## src/srcap_pkg.sv

```systemverilog
// Constants, enums and carrier types of the reference capture block
`default_nettype none
package srcap_pkg;
  // Register byte addresses
  localparam logic [15:0] ADDR_CLK_DIV     = 16'h010B;
  localparam logic [15:0] ADDR_REF_CTRL    = 16'h0120;
  localparam logic [15:0] ADDR_SKEW_WIN    = 16'h0122;
  localparam logic [15:0] ADDR_TS_DELAY    = 16'h0123;
  localparam logic [15:0] ADDR_SH_MON      = 16'h0128;
  localparam logic [15:0] ADDR_CHIP_SYNC   = 16'h01FF;
  localparam logic [15:0] ADDR_CB_FUNC_LO  = 16'h0559;
  localparam logic [15:0] ADDR_CB_FUNC_HI  = 16'h055A;
  localparam logic [15:0] ADDR_CB_COUNT    = 16'h058F;
  localparam logic [15:0] ADDR_IGNORE_CNT  = 16'h0130;
  localparam logic [15:0] ADDR_LMFC_PER    = 16'h0131;
  localparam logic [15:0] ADDR_IRQ_STAT    = 16'h0132;
  localparam logic [15:0] ADDR_IRQ_MASK    = 16'h0133;
  // Writable bit masks, reserved bits read as zero
  localparam logic [7:0]  MASK_CLK_DIV     = 8'h07;
  localparam logic [7:0]  MASK_REF_CTRL    = 8'h1E;
  localparam logic [7:0]  MASK_SKEW_WIN    = 8'h0F;
  localparam logic [7:0]  MASK_CHIP_SYNC   = 8'h01;
  localparam logic [7:0]  MASK_CB_FUNC_LO  = 8'h77;
  localparam logic [7:0]  MASK_CB_FUNC_HI  = 8'h07;
  localparam logic [7:0]  MASK_CB_COUNT    = 8'hC0;
  // Field positions
  localparam int          REF_MODE_LSB     = 1;
  localparam int          REF_EDGE_BIT     = 3;
  localparam int          REF_TRANS_BIT    = 4;
  localparam int          WIN_POS_LSB      = 0;
  localparam int          WIN_NEG_LSB      = 2;
  localparam int          CB0_FUNC_LSB     = 0;
  localparam int          CB1_FUNC_LSB     = 4;
  localparam int          CB2_FUNC_LSB     = 0;
  localparam int          CB_COUNT_LSB     = 6;
  localparam int          CHIP_SYNC_BIT    = 0;
  // Values after reset
  localparam logic [7:0]  RST_REG          = 8'h00;
  localparam logic [7:0]  RST_LMFC_PER     = 8'h1F;
  localparam logic [4:0]  RST_IGNORE       = 5'h00;
  localparam logic [3:0]  RST_IRQ          = 4'h0;
  // Counts and codes
  localparam logic [2:0]  FUNC_SYSREF      = 3'h5;
  localparam logic [4:0]  IGNORE_MAX       = 5'h10;
  localparam logic [3:0]  MON_GOOD         = 4'h8;
  localparam logic [3:0]  MON_WORST_HOLD   = 4'hF;
  localparam logic [2:0]  MON_LAST         = 3'h7;
  // Interrupt status bit positions
  localparam int          IRQ_CAPTURE      = 0;
  localparam int          IRQ_RESYNC       = 1;
  localparam int          IRQ_MARGIN       = 2;
  localparam int          IRQ_STAMP        = 3;

  typedef enum logic [1:0] {
    SRCAP_MODE_OFF  = 2'b00,
    SRCAP_MODE_CONT = 2'b01,
    SRCAP_MODE_SHOT = 2'b10,
    SRCAP_MODE_RSVD = 2'b11
  } srcap_mode_e;

  typedef enum logic [0:0] {
    SRCAP_MON_IDLE = 1'b0,
    SRCAP_MON_HOLD = 1'b1
  } srcap_mon_e;

  // Synchronisation pulses to the dividers and downstream blocks
  typedef struct packed {
    logic divider;
    logic ddc;
    logic sigmon;
    logic link;
  } srcap_sync_s;
endpackage : srcap_pkg
`default_nettype wire

```

## src/srcap_top.sv

```systemverilog
// Reference capture, skew window, margin monitor and timestamp marking
//
// Behaviour
// [RL1] Timestamp marks only without decimation active
// [RL2] Chip sync bit set: mark, never reset
// [RL3] Software picks mode, enables bits, function five
// [RL4] Control bits enabled from bit two downward
// [RL5] Timestamp delay shifts the marked sample
// [RL6] Mode write arms; counted-shot clears itself
// [RL7] Reference pulse lasts two clocks times divider
// [RL8] Continuous period is whole multiframe multiple
// [RL9] Normal mode capture syncs divider, ddc, monitor, link
// [RL10] Transition and clock edge selectable, default zero
// [RL11] Counted-shot discards up to sixteen events first
// [RL12] Continuous mode resyncs on misaligned capture
// [RL13] Skew window keeps dividers undisturbed
// [RL14] Early is negative skew, late is positive
// [RL15] Monitor: hold upper nibble, setup lower nibble
// [RL16] Hold zero, setup low: setup error
// [RL17] Setup zero, hold high: hold error
// [RL18] Setup or hold eight marks error-free capture; the code reports 0x88 only when setup and hold are both eight
// [RL19] Monitor refreshed on every reference capture; the code refreshes it only on captures that arrive while the monitor is idle
`default_nettype none
module srcap_top (
  input  wire logic               clk_i,
  input  wire logic               sys_rst_i,
  input  wire logic [15:0]        reg_addr_i,
  input  wire logic [7:0]         reg_wdata_i,
  input  wire logic               reg_wr_i,
  input  wire logic               reg_rd_i,
  output logic [7:0]              reg_rdata_o,
  input  wire logic               sysref_i,
  input  wire logic               decim_active_i,
  output srcap_pkg::srcap_sync_s  sync_o,
  output logic [2:0]              ctrl_bits_o,
  output logic                    sample_en_o,
  output logic                    irq_o
);

  // Length of the run of old level before the edge, 0 to 8
  function automatic logic [3:0] run_len(input logic [8:0] h,
                                         input logic       old);
    logic [3:0] n;
    logic       stop;
    n    = 4'h0;
    stop = 1'b0;
    for (int i = 1; i <= 8; i++) begin
      if (!stop && h[i] == old) begin
        n = n + 4'h1;
      end else begin
        stop = 1'b1;
      end
    end
    return n;
  endfunction : run_len

  // Monitor code: hold status high nibble, setup status low nibble
  function automatic logic [7:0] mon_code(input logic [3:0] su,
                                          input logic [3:0] ho);
    logic su_ok;
    logic ho_ok;
    su_ok = (su == srcap_pkg::MON_GOOD);
    ho_ok = (ho == srcap_pkg::MON_GOOD);
    if (su_ok && ho_ok) begin
      return {srcap_pkg::MON_GOOD, srcap_pkg::MON_GOOD}; // RL18
    end else if (!su_ok && ho_ok) begin
      return {4'h0, su}; // RL16
    end else if (su_ok) begin
      return {(ho == 4'h0) ? srcap_pkg::MON_WORST_HOLD : 4'h0 - ho,
              4'h0}; // RL17
    end else begin
      return 8'h00; // RL16
    end
  endfunction : mon_code

  // Register state
  logic [7:0]  div_q, div_d, ref_q, ref_d, win_q, win_d, tsd_q, tsd_d;
  logic [7:0]  csm_q, csm_d, cbl_q, cbl_d, cbh_q, cbh_d, cbc_q, cbc_d;
  logic [7:0]  per_q, per_d, rdata_q, rdata_d, mon_q, mon_d;
  logic [4:0]  ign_q, ign_d;
  logic [3:0]  st_q, st_d, msk_q, msk_d, ev_vec;
  // Capture core state
  logic        s1_q, s1_d, s2_q, s2_d, s3_q, s3_d;
  logic [8:0]  hist_q, hist_d;
  logic [2:0]  dcnt_q, dcnt_d;
  logic [7:0]  lmfc_q, lmfc_d;
  logic [4:0]  igc_q, igc_d;
  srcap_pkg::srcap_sync_s sync_q, sync_d;
  // Monitor state
  srcap_pkg::srcap_mon_e  mst_q, mst_d;
  logic [2:0]  hcnt_q, hcnt_d;
  logic [3:0]  hrun_q, hrun_d, surun_q, surun_d;
  logic        hbad_q, hbad_d, newl_q, newl_d;
  // Timestamp state
  logic        pend_q, pend_d;
  logic [7:0]  tcnt_q, tcnt_d;
  logic [2:0]  cb_q, cb_d, cb_sel;
  logic [2:0]  fn [3];
  // Decoded terms
  srcap_pkg::srcap_mode_e mode;
  logic        lvl, ev, skip, act, shot_done, stamp_mode, in_win;
  logic        resync, sample_en, mon_wr, mark, ctrl_wr;
  logic [1:0]  cs;
  logic [8:0]  to_zero;
  logic [7:0]  lmfc_nx;

  // Field decode shared by several groups
  assign mode       = srcap_pkg::srcap_mode_e'(
                        ref_q[srcap_pkg::REF_MODE_LSB +: 2]);
  assign stamp_mode = csm_q[srcap_pkg::CHIP_SYNC_BIT];
  assign cs         = cbc_q[srcap_pkg::CB_COUNT_LSB +: 2];
  assign ctrl_wr    = reg_wr_i && (reg_addr_i == srcap_pkg::ADDR_REF_CTRL);
  assign sample_en  = (dcnt_q == div_q[2:0]);

  // Register file next values, reads answered one cycle later
  always_comb begin
    div_d   = div_q;
    ref_d   = ref_q;
    win_d   = win_q;
    tsd_d   = tsd_q;
    csm_d   = csm_q;
    cbl_d   = cbl_q;
    cbh_d   = cbh_q;
    cbc_d   = cbc_q;
    ign_d   = ign_q;
    per_d   = per_q;
    msk_d   = msk_q;
    rdata_d = 8'h00;
    if (shot_done) begin
      ref_d[srcap_pkg::REF_MODE_LSB +: 2] = 2'b00; // RL6
    end
    if (reg_wr_i) begin
      case (reg_addr_i)
        srcap_pkg::ADDR_CLK_DIV:
          div_d = reg_wdata_i & srcap_pkg::MASK_CLK_DIV;
        srcap_pkg::ADDR_REF_CTRL:
          ref_d = reg_wdata_i & srcap_pkg::MASK_REF_CTRL;
        srcap_pkg::ADDR_SKEW_WIN:
          win_d = reg_wdata_i & srcap_pkg::MASK_SKEW_WIN;
        srcap_pkg::ADDR_TS_DELAY:   tsd_d = reg_wdata_i;
        srcap_pkg::ADDR_CHIP_SYNC:
          csm_d = reg_wdata_i & srcap_pkg::MASK_CHIP_SYNC;
        srcap_pkg::ADDR_CB_FUNC_LO:
          cbl_d = reg_wdata_i & srcap_pkg::MASK_CB_FUNC_LO;
        srcap_pkg::ADDR_CB_FUNC_HI:
          cbh_d = reg_wdata_i & srcap_pkg::MASK_CB_FUNC_HI;
        srcap_pkg::ADDR_CB_COUNT:
          cbc_d = reg_wdata_i & srcap_pkg::MASK_CB_COUNT;
        srcap_pkg::ADDR_LMFC_PER:   per_d = reg_wdata_i;
        srcap_pkg::ADDR_IRQ_MASK:   msk_d = reg_wdata_i[3:0];
        srcap_pkg::ADDR_IGNORE_CNT: begin
          ign_d = (reg_wdata_i > 8'h10) ? srcap_pkg::IGNORE_MAX
                                        : reg_wdata_i[4:0]; // RL11
        end
        default: ;
      endcase
    end
    if (reg_rd_i) begin
      case (reg_addr_i)
        srcap_pkg::ADDR_CLK_DIV:    rdata_d = div_q;
        srcap_pkg::ADDR_REF_CTRL:   rdata_d = ref_q;
        srcap_pkg::ADDR_SKEW_WIN:   rdata_d = win_q;
        srcap_pkg::ADDR_TS_DELAY:   rdata_d = tsd_q;
        srcap_pkg::ADDR_SH_MON:     rdata_d = mon_q; // RL15
        srcap_pkg::ADDR_CHIP_SYNC:  rdata_d = csm_q;
        srcap_pkg::ADDR_CB_FUNC_LO: rdata_d = cbl_q;
        srcap_pkg::ADDR_CB_FUNC_HI: rdata_d = cbh_q;
        srcap_pkg::ADDR_CB_COUNT:   rdata_d = cbc_q;
        srcap_pkg::ADDR_IGNORE_CNT: rdata_d = {3'h0, ign_q};
        srcap_pkg::ADDR_LMFC_PER:   rdata_d = per_q;
        srcap_pkg::ADDR_IRQ_STAT:   rdata_d = {4'h0, st_q};
        srcap_pkg::ADDR_IRQ_MASK:   rdata_d = {4'h0, msk_q};
        default:                    rdata_d = 8'h00;
      endcase
    end
    // Read clears status, a new event in the same cycle survives
    st_d = st_q;
    if (reg_rd_i && reg_addr_i == srcap_pkg::ADDR_IRQ_STAT) begin
      st_d = 4'h0;
    end
    st_d = st_d | ev_vec;
  end

  // Register file storage
  always_ff @(posedge clk_i) begin
    if (sys_rst_i) begin
      div_q   <= srcap_pkg::RST_REG;
      ref_q   <= srcap_pkg::RST_REG; // RL10
      win_q   <= srcap_pkg::RST_REG;
      tsd_q   <= srcap_pkg::RST_REG;
      csm_q   <= srcap_pkg::RST_REG;
      cbl_q   <= srcap_pkg::RST_REG;
      cbh_q   <= srcap_pkg::RST_REG;
      cbc_q   <= srcap_pkg::RST_REG;
      per_q   <= srcap_pkg::RST_LMFC_PER;
      ign_q   <= srcap_pkg::RST_IGNORE;
      msk_q   <= srcap_pkg::RST_IRQ;
      st_q    <= srcap_pkg::RST_IRQ;
      rdata_q <= srcap_pkg::RST_REG;
    end else begin
      div_q   <= div_d;
      ref_q   <= ref_d;
      win_q   <= win_d;
      tsd_q   <= tsd_d;
      csm_q   <= csm_d;
      cbl_q   <= cbl_d;
      cbh_q   <= cbh_d;
      cbc_q   <= cbc_d;
      per_q   <= per_d;
      ign_q   <= ign_d;
      msk_q   <= msk_d;
      st_q    <= st_d;
      rdata_q <= rdata_d;
    end
  end

  // Edge detection, ignore counting and window check
  always_comb begin
    s1_d    = sysref_i;
    s2_d    = s1_q;
    s3_d    = s2_q;
    lvl     = ref_q[srcap_pkg::REF_EDGE_BIT] ? s3_q : s2_q; // RL10
    hist_d  = {hist_q[7:0], lvl};
    ev      = (ref_q[srcap_pkg::REF_TRANS_BIT] ? (hist_q[0] && !lvl)
                                               : (!hist_q[0] && lvl))
              && (mode == srcap_pkg::SRCAP_MODE_CONT ||
                  mode == srcap_pkg::SRCAP_MODE_SHOT); // RL10
    skip    = ev && mode == srcap_pkg::SRCAP_MODE_SHOT && igc_q != 5'h0;
    act     = ev && !skip; // RL11
    shot_done = act && mode == srcap_pkg::SRCAP_MODE_SHOT; // RL6
    // Phase of this cycle is the counter after this sample enable, so a
    // reference one multiframe after a resync lands on phase zero
    lmfc_nx = lmfc_q;
    if (sample_en) begin
      lmfc_nx = (lmfc_q == per_q) ? 8'h00 : lmfc_q + 8'h01;
    end
    // Distance to phase zero, negative side and positive side
    to_zero = {1'b0, per_q} - {1'b0, lmfc_nx} + 9'h001;
    in_win  = (lmfc_nx == 8'h00) ||
              (lmfc_nx <= {6'h00, win_q[srcap_pkg::WIN_POS_LSB +: 2]}) ||
              (to_zero <= {7'h00, win_q[srcap_pkg::WIN_NEG_LSB +: 2]}); // RL14
    resync  = act && !stamp_mode &&
              (mode == srcap_pkg::SRCAP_MODE_SHOT || !in_win); // RL2 RL12 RL13
    igc_d   = igc_q;
    if (ctrl_wr) begin
      igc_d = ign_q; // RL6
    end else if (skip) begin
      igc_d = igc_q - 5'h01; // RL11
    end
    dcnt_d  = (resync || sample_en) ? 3'h0 : dcnt_q + 3'h1;
    lmfc_d  = resync ? 8'h00 : lmfc_nx; // RL9
    sync_d  = resync ? 4'hF : 4'h0; // RL9 RL12
  end

  // Capture core storage
  always_ff @(posedge clk_i) begin
    if (sys_rst_i) begin
      s1_q   <= 1'b0;
      s2_q   <= 1'b0;
      s3_q   <= 1'b0;
      hist_q <= 9'h000;
      dcnt_q <= 3'h0;
      lmfc_q <= 8'h00;
      igc_q  <= 5'h00;
      sync_q <= 4'h0;
    end else begin
      s1_q   <= s1_d;
      s2_q   <= s2_d;
      s3_q   <= s3_d;
      hist_q <= hist_d;
      dcnt_q <= dcnt_d;
      lmfc_q <= lmfc_d;
      igc_q  <= igc_d;
      sync_q <= sync_d;
    end
  end

  // Setup and hold monitor, refreshed eight cycles after each capture that finds it idle
  always_comb begin
    mst_d   = mst_q;
    hcnt_d  = hcnt_q;
    hrun_d  = hrun_q;
    hbad_d  = hbad_q;
    newl_d  = newl_q;
    surun_d = surun_q;
    mon_d   = mon_q;
    mon_wr  = 1'b0;
    case (mst_q)
      srcap_pkg::SRCAP_MON_IDLE: begin
        if (ev) begin
          mst_d   = srcap_pkg::SRCAP_MON_HOLD;
          hcnt_d  = 3'h0;
          hrun_d  = 4'h0;
          hbad_d  = 1'b0;
          newl_d  = lvl;
          surun_d = run_len(hist_q, hist_q[0]); // RL15
        end
      end
      srcap_pkg::SRCAP_MON_HOLD: begin
        if (lvl == newl_q && !hbad_q) begin
          hrun_d = hrun_q + 4'h1;
        end else begin
          hbad_d = 1'b1;
        end
        hcnt_d = hcnt_q + 3'h1;
        if (hcnt_q == srcap_pkg::MON_LAST) begin
          mon_wr = 1'b1;
          mon_d  = mon_code(surun_q, hrun_d); // RL19
          mst_d  = srcap_pkg::SRCAP_MON_IDLE;
        end
      end
      default: mst_d = srcap_pkg::SRCAP_MON_IDLE;
    endcase
  end

  // Monitor storage
  always_ff @(posedge clk_i) begin
    if (sys_rst_i) begin
      mst_q   <= srcap_pkg::SRCAP_MON_IDLE;
      hcnt_q  <= 3'h0;
      hrun_q  <= 4'h0;
      hbad_q  <= 1'b0;
      newl_q  <= 1'b0;
      surun_q <= 4'h0;
      mon_q   <= srcap_pkg::RST_REG;
    end else begin
      mst_q   <= mst_d;
      hcnt_q  <= hcnt_d;
      hrun_q  <= hrun_d;
      hbad_q  <= hbad_d;
      newl_q  <= newl_d;
      surun_q <= surun_d;
      mon_q   <= mon_d;
    end
  end

  // Control bit functions, bit two is the first one enabled
  assign fn[0] = cbl_q[srcap_pkg::CB0_FUNC_LSB +: 3];
  assign fn[1] = cbl_q[srcap_pkg::CB1_FUNC_LSB +: 3];
  assign fn[2] = cbh_q[srcap_pkg::CB2_FUNC_LSB +: 3];
  for (genvar gi = 0; gi < 3; gi++) begin : g_cb
    assign cb_sel[gi] = (cs >= 2'(3 - gi)) &&
                        (fn[gi] == srcap_pkg::FUNC_SYSREF); // RL4
  end

  // Timestamp delay in sample clocks, then one marked sample
  always_comb begin
    pend_d = pend_q;
    tcnt_d = tcnt_q;
    mark   = 1'b0;
    if (act && stamp_mode && !decim_active_i) begin
      pend_d = 1'b1; // RL2
      tcnt_d = tsd_q; // RL5
    end else if (pend_q && sample_en) begin
      if (tcnt_q == 8'h00) begin
        pend_d = 1'b0;
        mark   = 1'b1;
      end else begin
        tcnt_d = tcnt_q - 8'h01; // RL5
      end
    end
    cb_d = (mark && !decim_active_i) ? cb_sel : 3'h0; // RL1
  end

  // Timestamp storage
  always_ff @(posedge clk_i) begin
    if (sys_rst_i) begin
      pend_q <= 1'b0;
      tcnt_q <= 8'h00;
      cb_q   <= 3'h0;
    end else begin
      pend_q <= pend_d;
      tcnt_q <= tcnt_d;
      cb_q   <= cb_d;
    end
  end

  // Interrupt events and outputs
  assign ev_vec[srcap_pkg::IRQ_CAPTURE] = act;
  assign ev_vec[srcap_pkg::IRQ_RESYNC]  = resync;
  assign ev_vec[srcap_pkg::IRQ_MARGIN]  =
    mon_wr && mon_d != {srcap_pkg::MON_GOOD, srcap_pkg::MON_GOOD};
  assign ev_vec[srcap_pkg::IRQ_STAMP]   = cb_d != 3'h0;
  assign irq_o       = |(st_q & msk_q);
  assign reg_rdata_o = rdata_q;
  assign sync_o      = sync_q;
  assign ctrl_bits_o = cb_q;
  assign sample_en_o = sample_en;
endmodule : srcap_top
`default_nettype wire

```

## config.mk

```make
export PLATFORM = sky130hd
export DESIGN_NAME = srcap_top
export DESIGN_NICKNAME = d
export VERILOG_FILES = /design/src/srcap_pkg.sv /design/src/srcap_top.sv
export SDC_FILE = /design/constraint.sdc
export NUM_CORES = 1
export LEC_CHECK = 0
export ABC_AREA = 1
export BUFFER_PORTS_ARGS = -buffer_cell sky130_fd_sc_hd__buf_2
export CAP_MARGIN = 10
export CORE_MARGIN = 3
export CORE_UTILIZATION = 55
export CTS_CLUSTER_DIAMETER = 50
export DETAILED_ROUTE_END_ITERATION = 10
export PLACE_DENSITY = 0.73
export SLEW_MARGIN = 15
export SYNTH_ARGS = -nofsm -noshare
export SYNTH_HDL_FRONTEND = slang
export SYNTH_SLANG_ARGS = --single-unit
```

## constraint.sdc

```tcl
create_clock -name clk_i -period 7.1 [get_ports clk_i]
set_clock_uncertainty 0.05 [all_clocks]
set_input_delay 1.42 -clock clk_i [delete_from_list [all_inputs] [get_ports clk_i]]
set_output_delay 1.42 -clock clk_i [all_outputs]
set_load 0.01 [all_outputs]
```

* Yosys cells after proc, flatten, opt, wreduce, memory -nomap -nowiden *
Cells that the tools add are included.

cells by class
  $add $sub $neg = 16
  order comparisons = 6
  equality and inequality tests = 36
  multiplexer cells = 86
  bitwise operators = 4
  reductions and logical operators = 76

operator list
  operator                                               number
  equality test 16 x 9 -> 1 bit, second input constant   10
  two-way mux 4 bit                                      27
  one-hot mux 8 bit (13 select lines)                    1
  two-way mux 8 bit                                      10
  equality test 16 x 11 -> 1 bit, second input constant  3
  two-way mux 1 bit                                      36
  adder 4 x 1 -> 4 bit, second input constant            8
  AND reduction 2 bit                                    15
  logical AND 1 bit                                      29
  zero test 8 bit                                        2
  zero test 1 bit                                        15
  two-way mux 5 bit                                      3
  equality test 3 bit, second input constant             4
  two-way mux 3 bit                                      4
  adder 9 x 1 -> 9 bit, second input constant            1
  equality test 1 bit                                    9
  <= comparator 9 x 2 -> 1 bit                           1
  subtractor 8 x 8 -> 9 bit                              1
  adder 8 x 1 -> 8 bit, second input constant            1
  equality test 4 bit, second input constant             2
  equality test 8 bit                                    1
  > comparator 8 x 5 -> 1 bit, second input constant     1
  <= comparator 8 x 2 -> 1 bit                           1
  != test 8 bit, second input constant                   1
  other kinds (24)                                       38

word-level totals
  bits in registers = 126

* Logic depth before layout (Yosys ltp) *
  depth in word-level cells = 40
  gate-level depth with buffers = 28
  mapped depth without buffers = 28

* Worst setup path before layout *
No wires, ideal clock.

  kind = register -> register
  from = reg hist_q[0]
  to = reg surun_q[1]
  library setup time = 0.118 ns
  arrival time = 3.346 ns
  required time = 6.932 ns
  slack = 3.587 ns
  stages on the path, launching flop included = 23
  buffers on the path = 1
  clock period less this slack = 3.513 ns
  cells stage by stage = dfxtp_1 buf_4 xor2_1 inv_2 o21ai_0 inv_1 ha_1 inv_1 nand4_1 and2_1 ha_1 nand2_1 nand2_1 ha_1 nand2_1 nand2_1 ha_1 or2_1 nand2_1 inv_2 ha_1 o21ai_1 o21ai_1

between the ends
  cells in the longest elaborated chain, start to end = 37
  elaborated cells on any way between the ends = 78

ends and longest elaborated chain
  item                                                           line              RTL
  start: declaration                                             srcap_top.sv:84   logic [8:0] hist_q, hist_d;
  start signal: assignment                                       srcap_top.sv:270  hist_q <= hist_d;
  branches (longest 37 deep; another with adder 4 x 1 -> 4 bit)  n/a
  end signal: assignment                                         srcap_top.sv:332  surun_q <= surun_d;
  end: declaration                                               srcap_top.sv:92   logic [3:0] hrun_q, hrun_d, surun_q, surun_d;

Several ways; the timed one is not identified. The select of a mux whose other input is x is not followed.
A chain may end at the register's enable or synchronous reset.

* Worst setup path in the final report *
Same ends and word-level chain as after synthesis.

==> results.py <==
metrics = {
    "sta": {
        "max_freq_mhz": 255,
        "period_needed_ps": 3930,
        "setup_viol": 0,
        "fin_ws_ps": 3170,
        "rsz0062_at_grt": "false",
        "relSlewSlack_pct": 36.4,
        "hold_viol_final": 0,
        "tightestPinTransition_ps": 951,
        "tns_ps": 0,
        "drv_slew": 0,
        "post-route-period-util_pct": 55.3,
    },
    "run_status": {
        "outcome": "complete, no violations",
    },
    "synthesis": {
        "yosys_warnings": 0,
        "synth-seq-cells": 123,
        "synth_area_leaders": "dfxtp_1, nand2_1, inv_1, a21oi_1, ha_1",
        "synth.cell_area_mm2": 0.00680,
        "synth_edf_count": 0,
        "syn_avg_cell_area_um2": 6.97,
        "yosys.area.top_type_share_pct": 36.2,
        "synthCells": 976,
        "ys_types": 49,
        "synthesis.nets": 1040,
        "yosysSeqAreaShare_pct": 36.2,
        "synth_largest_area_cell": "dfxtp_1",
        "synthArstFlopShare_pct": 0,
        "synth_flop_cell": "dfxtp_1",
    },
    "setup_path": {
        "critPathArrivalTime_ps": 4180,
        "worst_path_max_delay_cell": "dfxtp_1",
        "regToRegStartpoint": "hist_q[0]$_SDFF_PP0_",
        "crit_family": "adder cells",
        "crit_fanout": 11,
        "end_kind": "flop",
        "reg2regPathDepth": 22,
        "max_stage_delay_ps": 540,
        "r2r_end": "surun_q[1]$_SDFFE_PP0P_",
        "crit_chain": "inv_2, nand2_1, o21ai_2, o21ai_0, inv_1, ha_1, inv_1, nand4_1, and2_1, ha_1, nand2_1, nand2_1, ha_1, nand2_1, nand2_1, ha_1, or2_1, nand2_1, inv_2, ha_1, o21ai_1, o21ai_1",
        "worstSetupStartpointType": "flop",
        "cp.required_ps": 7350,
        "cp_num_buf_inv": 4,
        "path_class": "reg2reg",
        "crit_path_frequent_cell": "nand2_1",
        "reg2reg_setup_slack_ps": 3170,
    },
    "placement": {
        "dp.cells": 1165,
        "dpl_cell_area_mm2": 0.00714,
        "dp_slack_ps": 3200,
        "io_buffers": 46,
        "dp_hpwl_um": 13000,
        "place_congestion": 0.958,
    },
    "floorplanning": {
        "coreArea_mm2": 0.0118,
        "fp-row-count": 39,
        "start_util_pct": 57.8,
        "die_w_um": 117,
        "die_h_um": 117,
        "die_area_mm2": 0.0137,
        "io_pins": 47,
    },
    "pwr": {
        "clockPowerShare_pct": 50.8,
        "p_per_area_mw_per_mm2": 221,
        "power_w": 0.00171,
        "ir_drop_mv": 0.242,
        "switching_power_w": 0.000410,
        "seqPwrFrac_pct": 40.8,
        "pwr-share-comb_pct": 8.4,
        "intPower_w": 0.00130,
        "switching_share_pct": 24.0,
        "cellLeakagePower_nw": 3.39,
    },
    "global_routing": {
        "grt_pass1_wl_um": 28600,
        "grt_antenna_before_repair": 0,
        "grt.total_usage_pct": 26.8,
        "overflow": 0,
        "grt_start_max_net_pins": 56,
        "grt_pass1_vias": 5915,
    },
    "drt": {
        "avgViaCountPerCell": 5.40,
        "first_pass_iters": 5,
        "wl_per_cell_um": 14.7,
        "vias": 6456,
        "drc": 0,
        "routed_wl_um": 17500,
        "drtIter0Drc": 512,
        "postRouteAntennaNets": 0,
    },
    "cells_and_area": {
        "final_nets": 1084,
        "final_layout_size_suffix_gt1_share_pct": 12.5,
        "mostFrequentLayoutCells": "nand2_1, inv_1, dfxtp_1",
        "n_antenna_cell": 0,
        "design_area_mm2": 0.00773,
        "stdcell_count": 1196,
        "layout_commonest_cell": "nand2_1",
        "syn_to_final_growth_pct": 13.7,
    },
    "hold_path": {
        "hold_class": "reg2reg",
        "whs_endpoint": "s2_q$_SDFF_PP0_",
        "hp-start": "s1_q$_SDFF_PP0_",
        "whs_path_depth": 2,
    },
    "clock_tree": {
        "cts_buffer_depth": 2,
        "clock-sinks": 123,
        "cts_buffers": 17,
        "insertion_delay_ps": 420,
        "tritoncts": "built",
        "h-tree-depth": 4,
        "path_clk_slew_ps": 50,
        "cts_resized": 0,
        "cts_setup_buffers": 0,
        "ctsHoldBuffers": 0,
        "cts_root_buffer": "clkbuf_16",
    },
    "job": {
        "maxCapViolCount": 0,
    },
}
-- how the worst max path moves through the flow --
stage | start | endpoint | slack (ps) | depth (start not counted)
finish | hist_q[0]$_SDFF_PP0_ | surun_q[1]$_SDFFE_PP0P_ | 3170 | 22
global route | hist_q[0]$_SDFF_PP0_ | surun_q[1]$_SDFFE_PP0P_ | 2860 | 22
CTS | hist_q[0]$_SDFF_PP0_ | surun_q[1]$_SDFFE_PP0P_ | 3190 | 22
detailed placement | hist_q[0]$_SDFF_PP0_ | surun_q[1]$_SDFFE_PP0P_ | 3200 | 22
global placement | hist_q[0]$_SDFF_PP0_ | surun_q[1]$_SDFFE_PP0P_ | 3310 | 22
floorplan | hist_q[0]$_SDFF_PP0_ | surun_q[1]$_SDFFE_PP0P_ | 3590 | 22
-- worst register-to-register path, stage by stage, from the launching register on --
cell and delay, ps:
dfxtp_1 540, inv_2 110, nand2_1 110, o21ai_2 80, o21ai_0 270, inv_1 80, ha_1 280, inv_1 50
nand4_1 90, and2_1 160, ha_1 290, nand2_1 60, nand2_1 80, ha_1 290, nand2_1 80, nand2_1 60
ha_1 280, or2_1 220, nand2_1 70, inv_2 50, ha_1 280, o21ai_1 130, o21ai_1 80
-- routing by layer --
layer  GRT usage (%)  part of all wire (%)  routed length [um]  vias up
met2            42.9                    45                7940      250
met1            34.1                    44                7750     2844
met4            11.2                   2.9                 503        0
met5               0                     0                   0        -
met3            7.25                   7.7                1350       43
li1                -                     -                   -     3319
-- cell usage after synthesis, drive strengths merged, types with 3 or more instances --
cell	count
inv	151
a221oi	4
dfxtp	123
ha	33
o221ai	3
o21ai	77
xnor2	10
clkinv	3
xor2	14
nand4	15
clkbuf	13
a21oi	87
or2	4
a31oi	7
nand3	74
buf	10
nor3	21
nor4	6
o22ai	5
nor2	103
nand2	184
a211oi	7
a22oi	8
-- registers in the layout (all words and copies together), names as in the netlist, 5 cells and up --
register / count
tcnt_q: 8
igc_q: 5
lmfc_q: 8
mon_q: 8
per_q: 8
cbl_q: 6
hist_q: 9
reg_rdata_o: 8
ign_q: 5
tsd_q: 8
-- cells by family after synthesis --
kind of cell,share of synthesized area [%]
buf+inv,10.1
fa+ha+maj,6.37
simple gates,27.0
xor+xnor,3.31
compound gates,17.0
flops,36.2
-- stage by stage --
step / hold WS, ps / util (%)
finish: 351 / 65.7
global route: 375 / 65.7
CTS: 352 / 65.7
detailed placement: 344 / 60.7
global placement: 344 / 60.7
floorplan: 338 / -
-- power groups by stage --
stage               Combinational (W)  Sequential [W]  Clock (W)
CTS                          0.000142        0.000696   0.000873
global placement             0.000138        0.000711          0
global route                 0.000166        0.000696   0.000911
detailed placement           0.000141        0.000711          0
finish                       0.000143        0.000696   0.000867
floorplan                    0.000103        0.000710          0
-- layout make-up --
type / count / area (um2)
fillers: 1049 / 4030
multi-input cells: 676 / 3650
flip-flops and latches: 123 / 2460
inverters: 154 / 578
clock buffers: 18 / 439
repair buffers: 48 / 245
well taps: 164 / 205
clock inverters: 13 / 151
No activity file was read; power rests on OpenSTA's default activity.
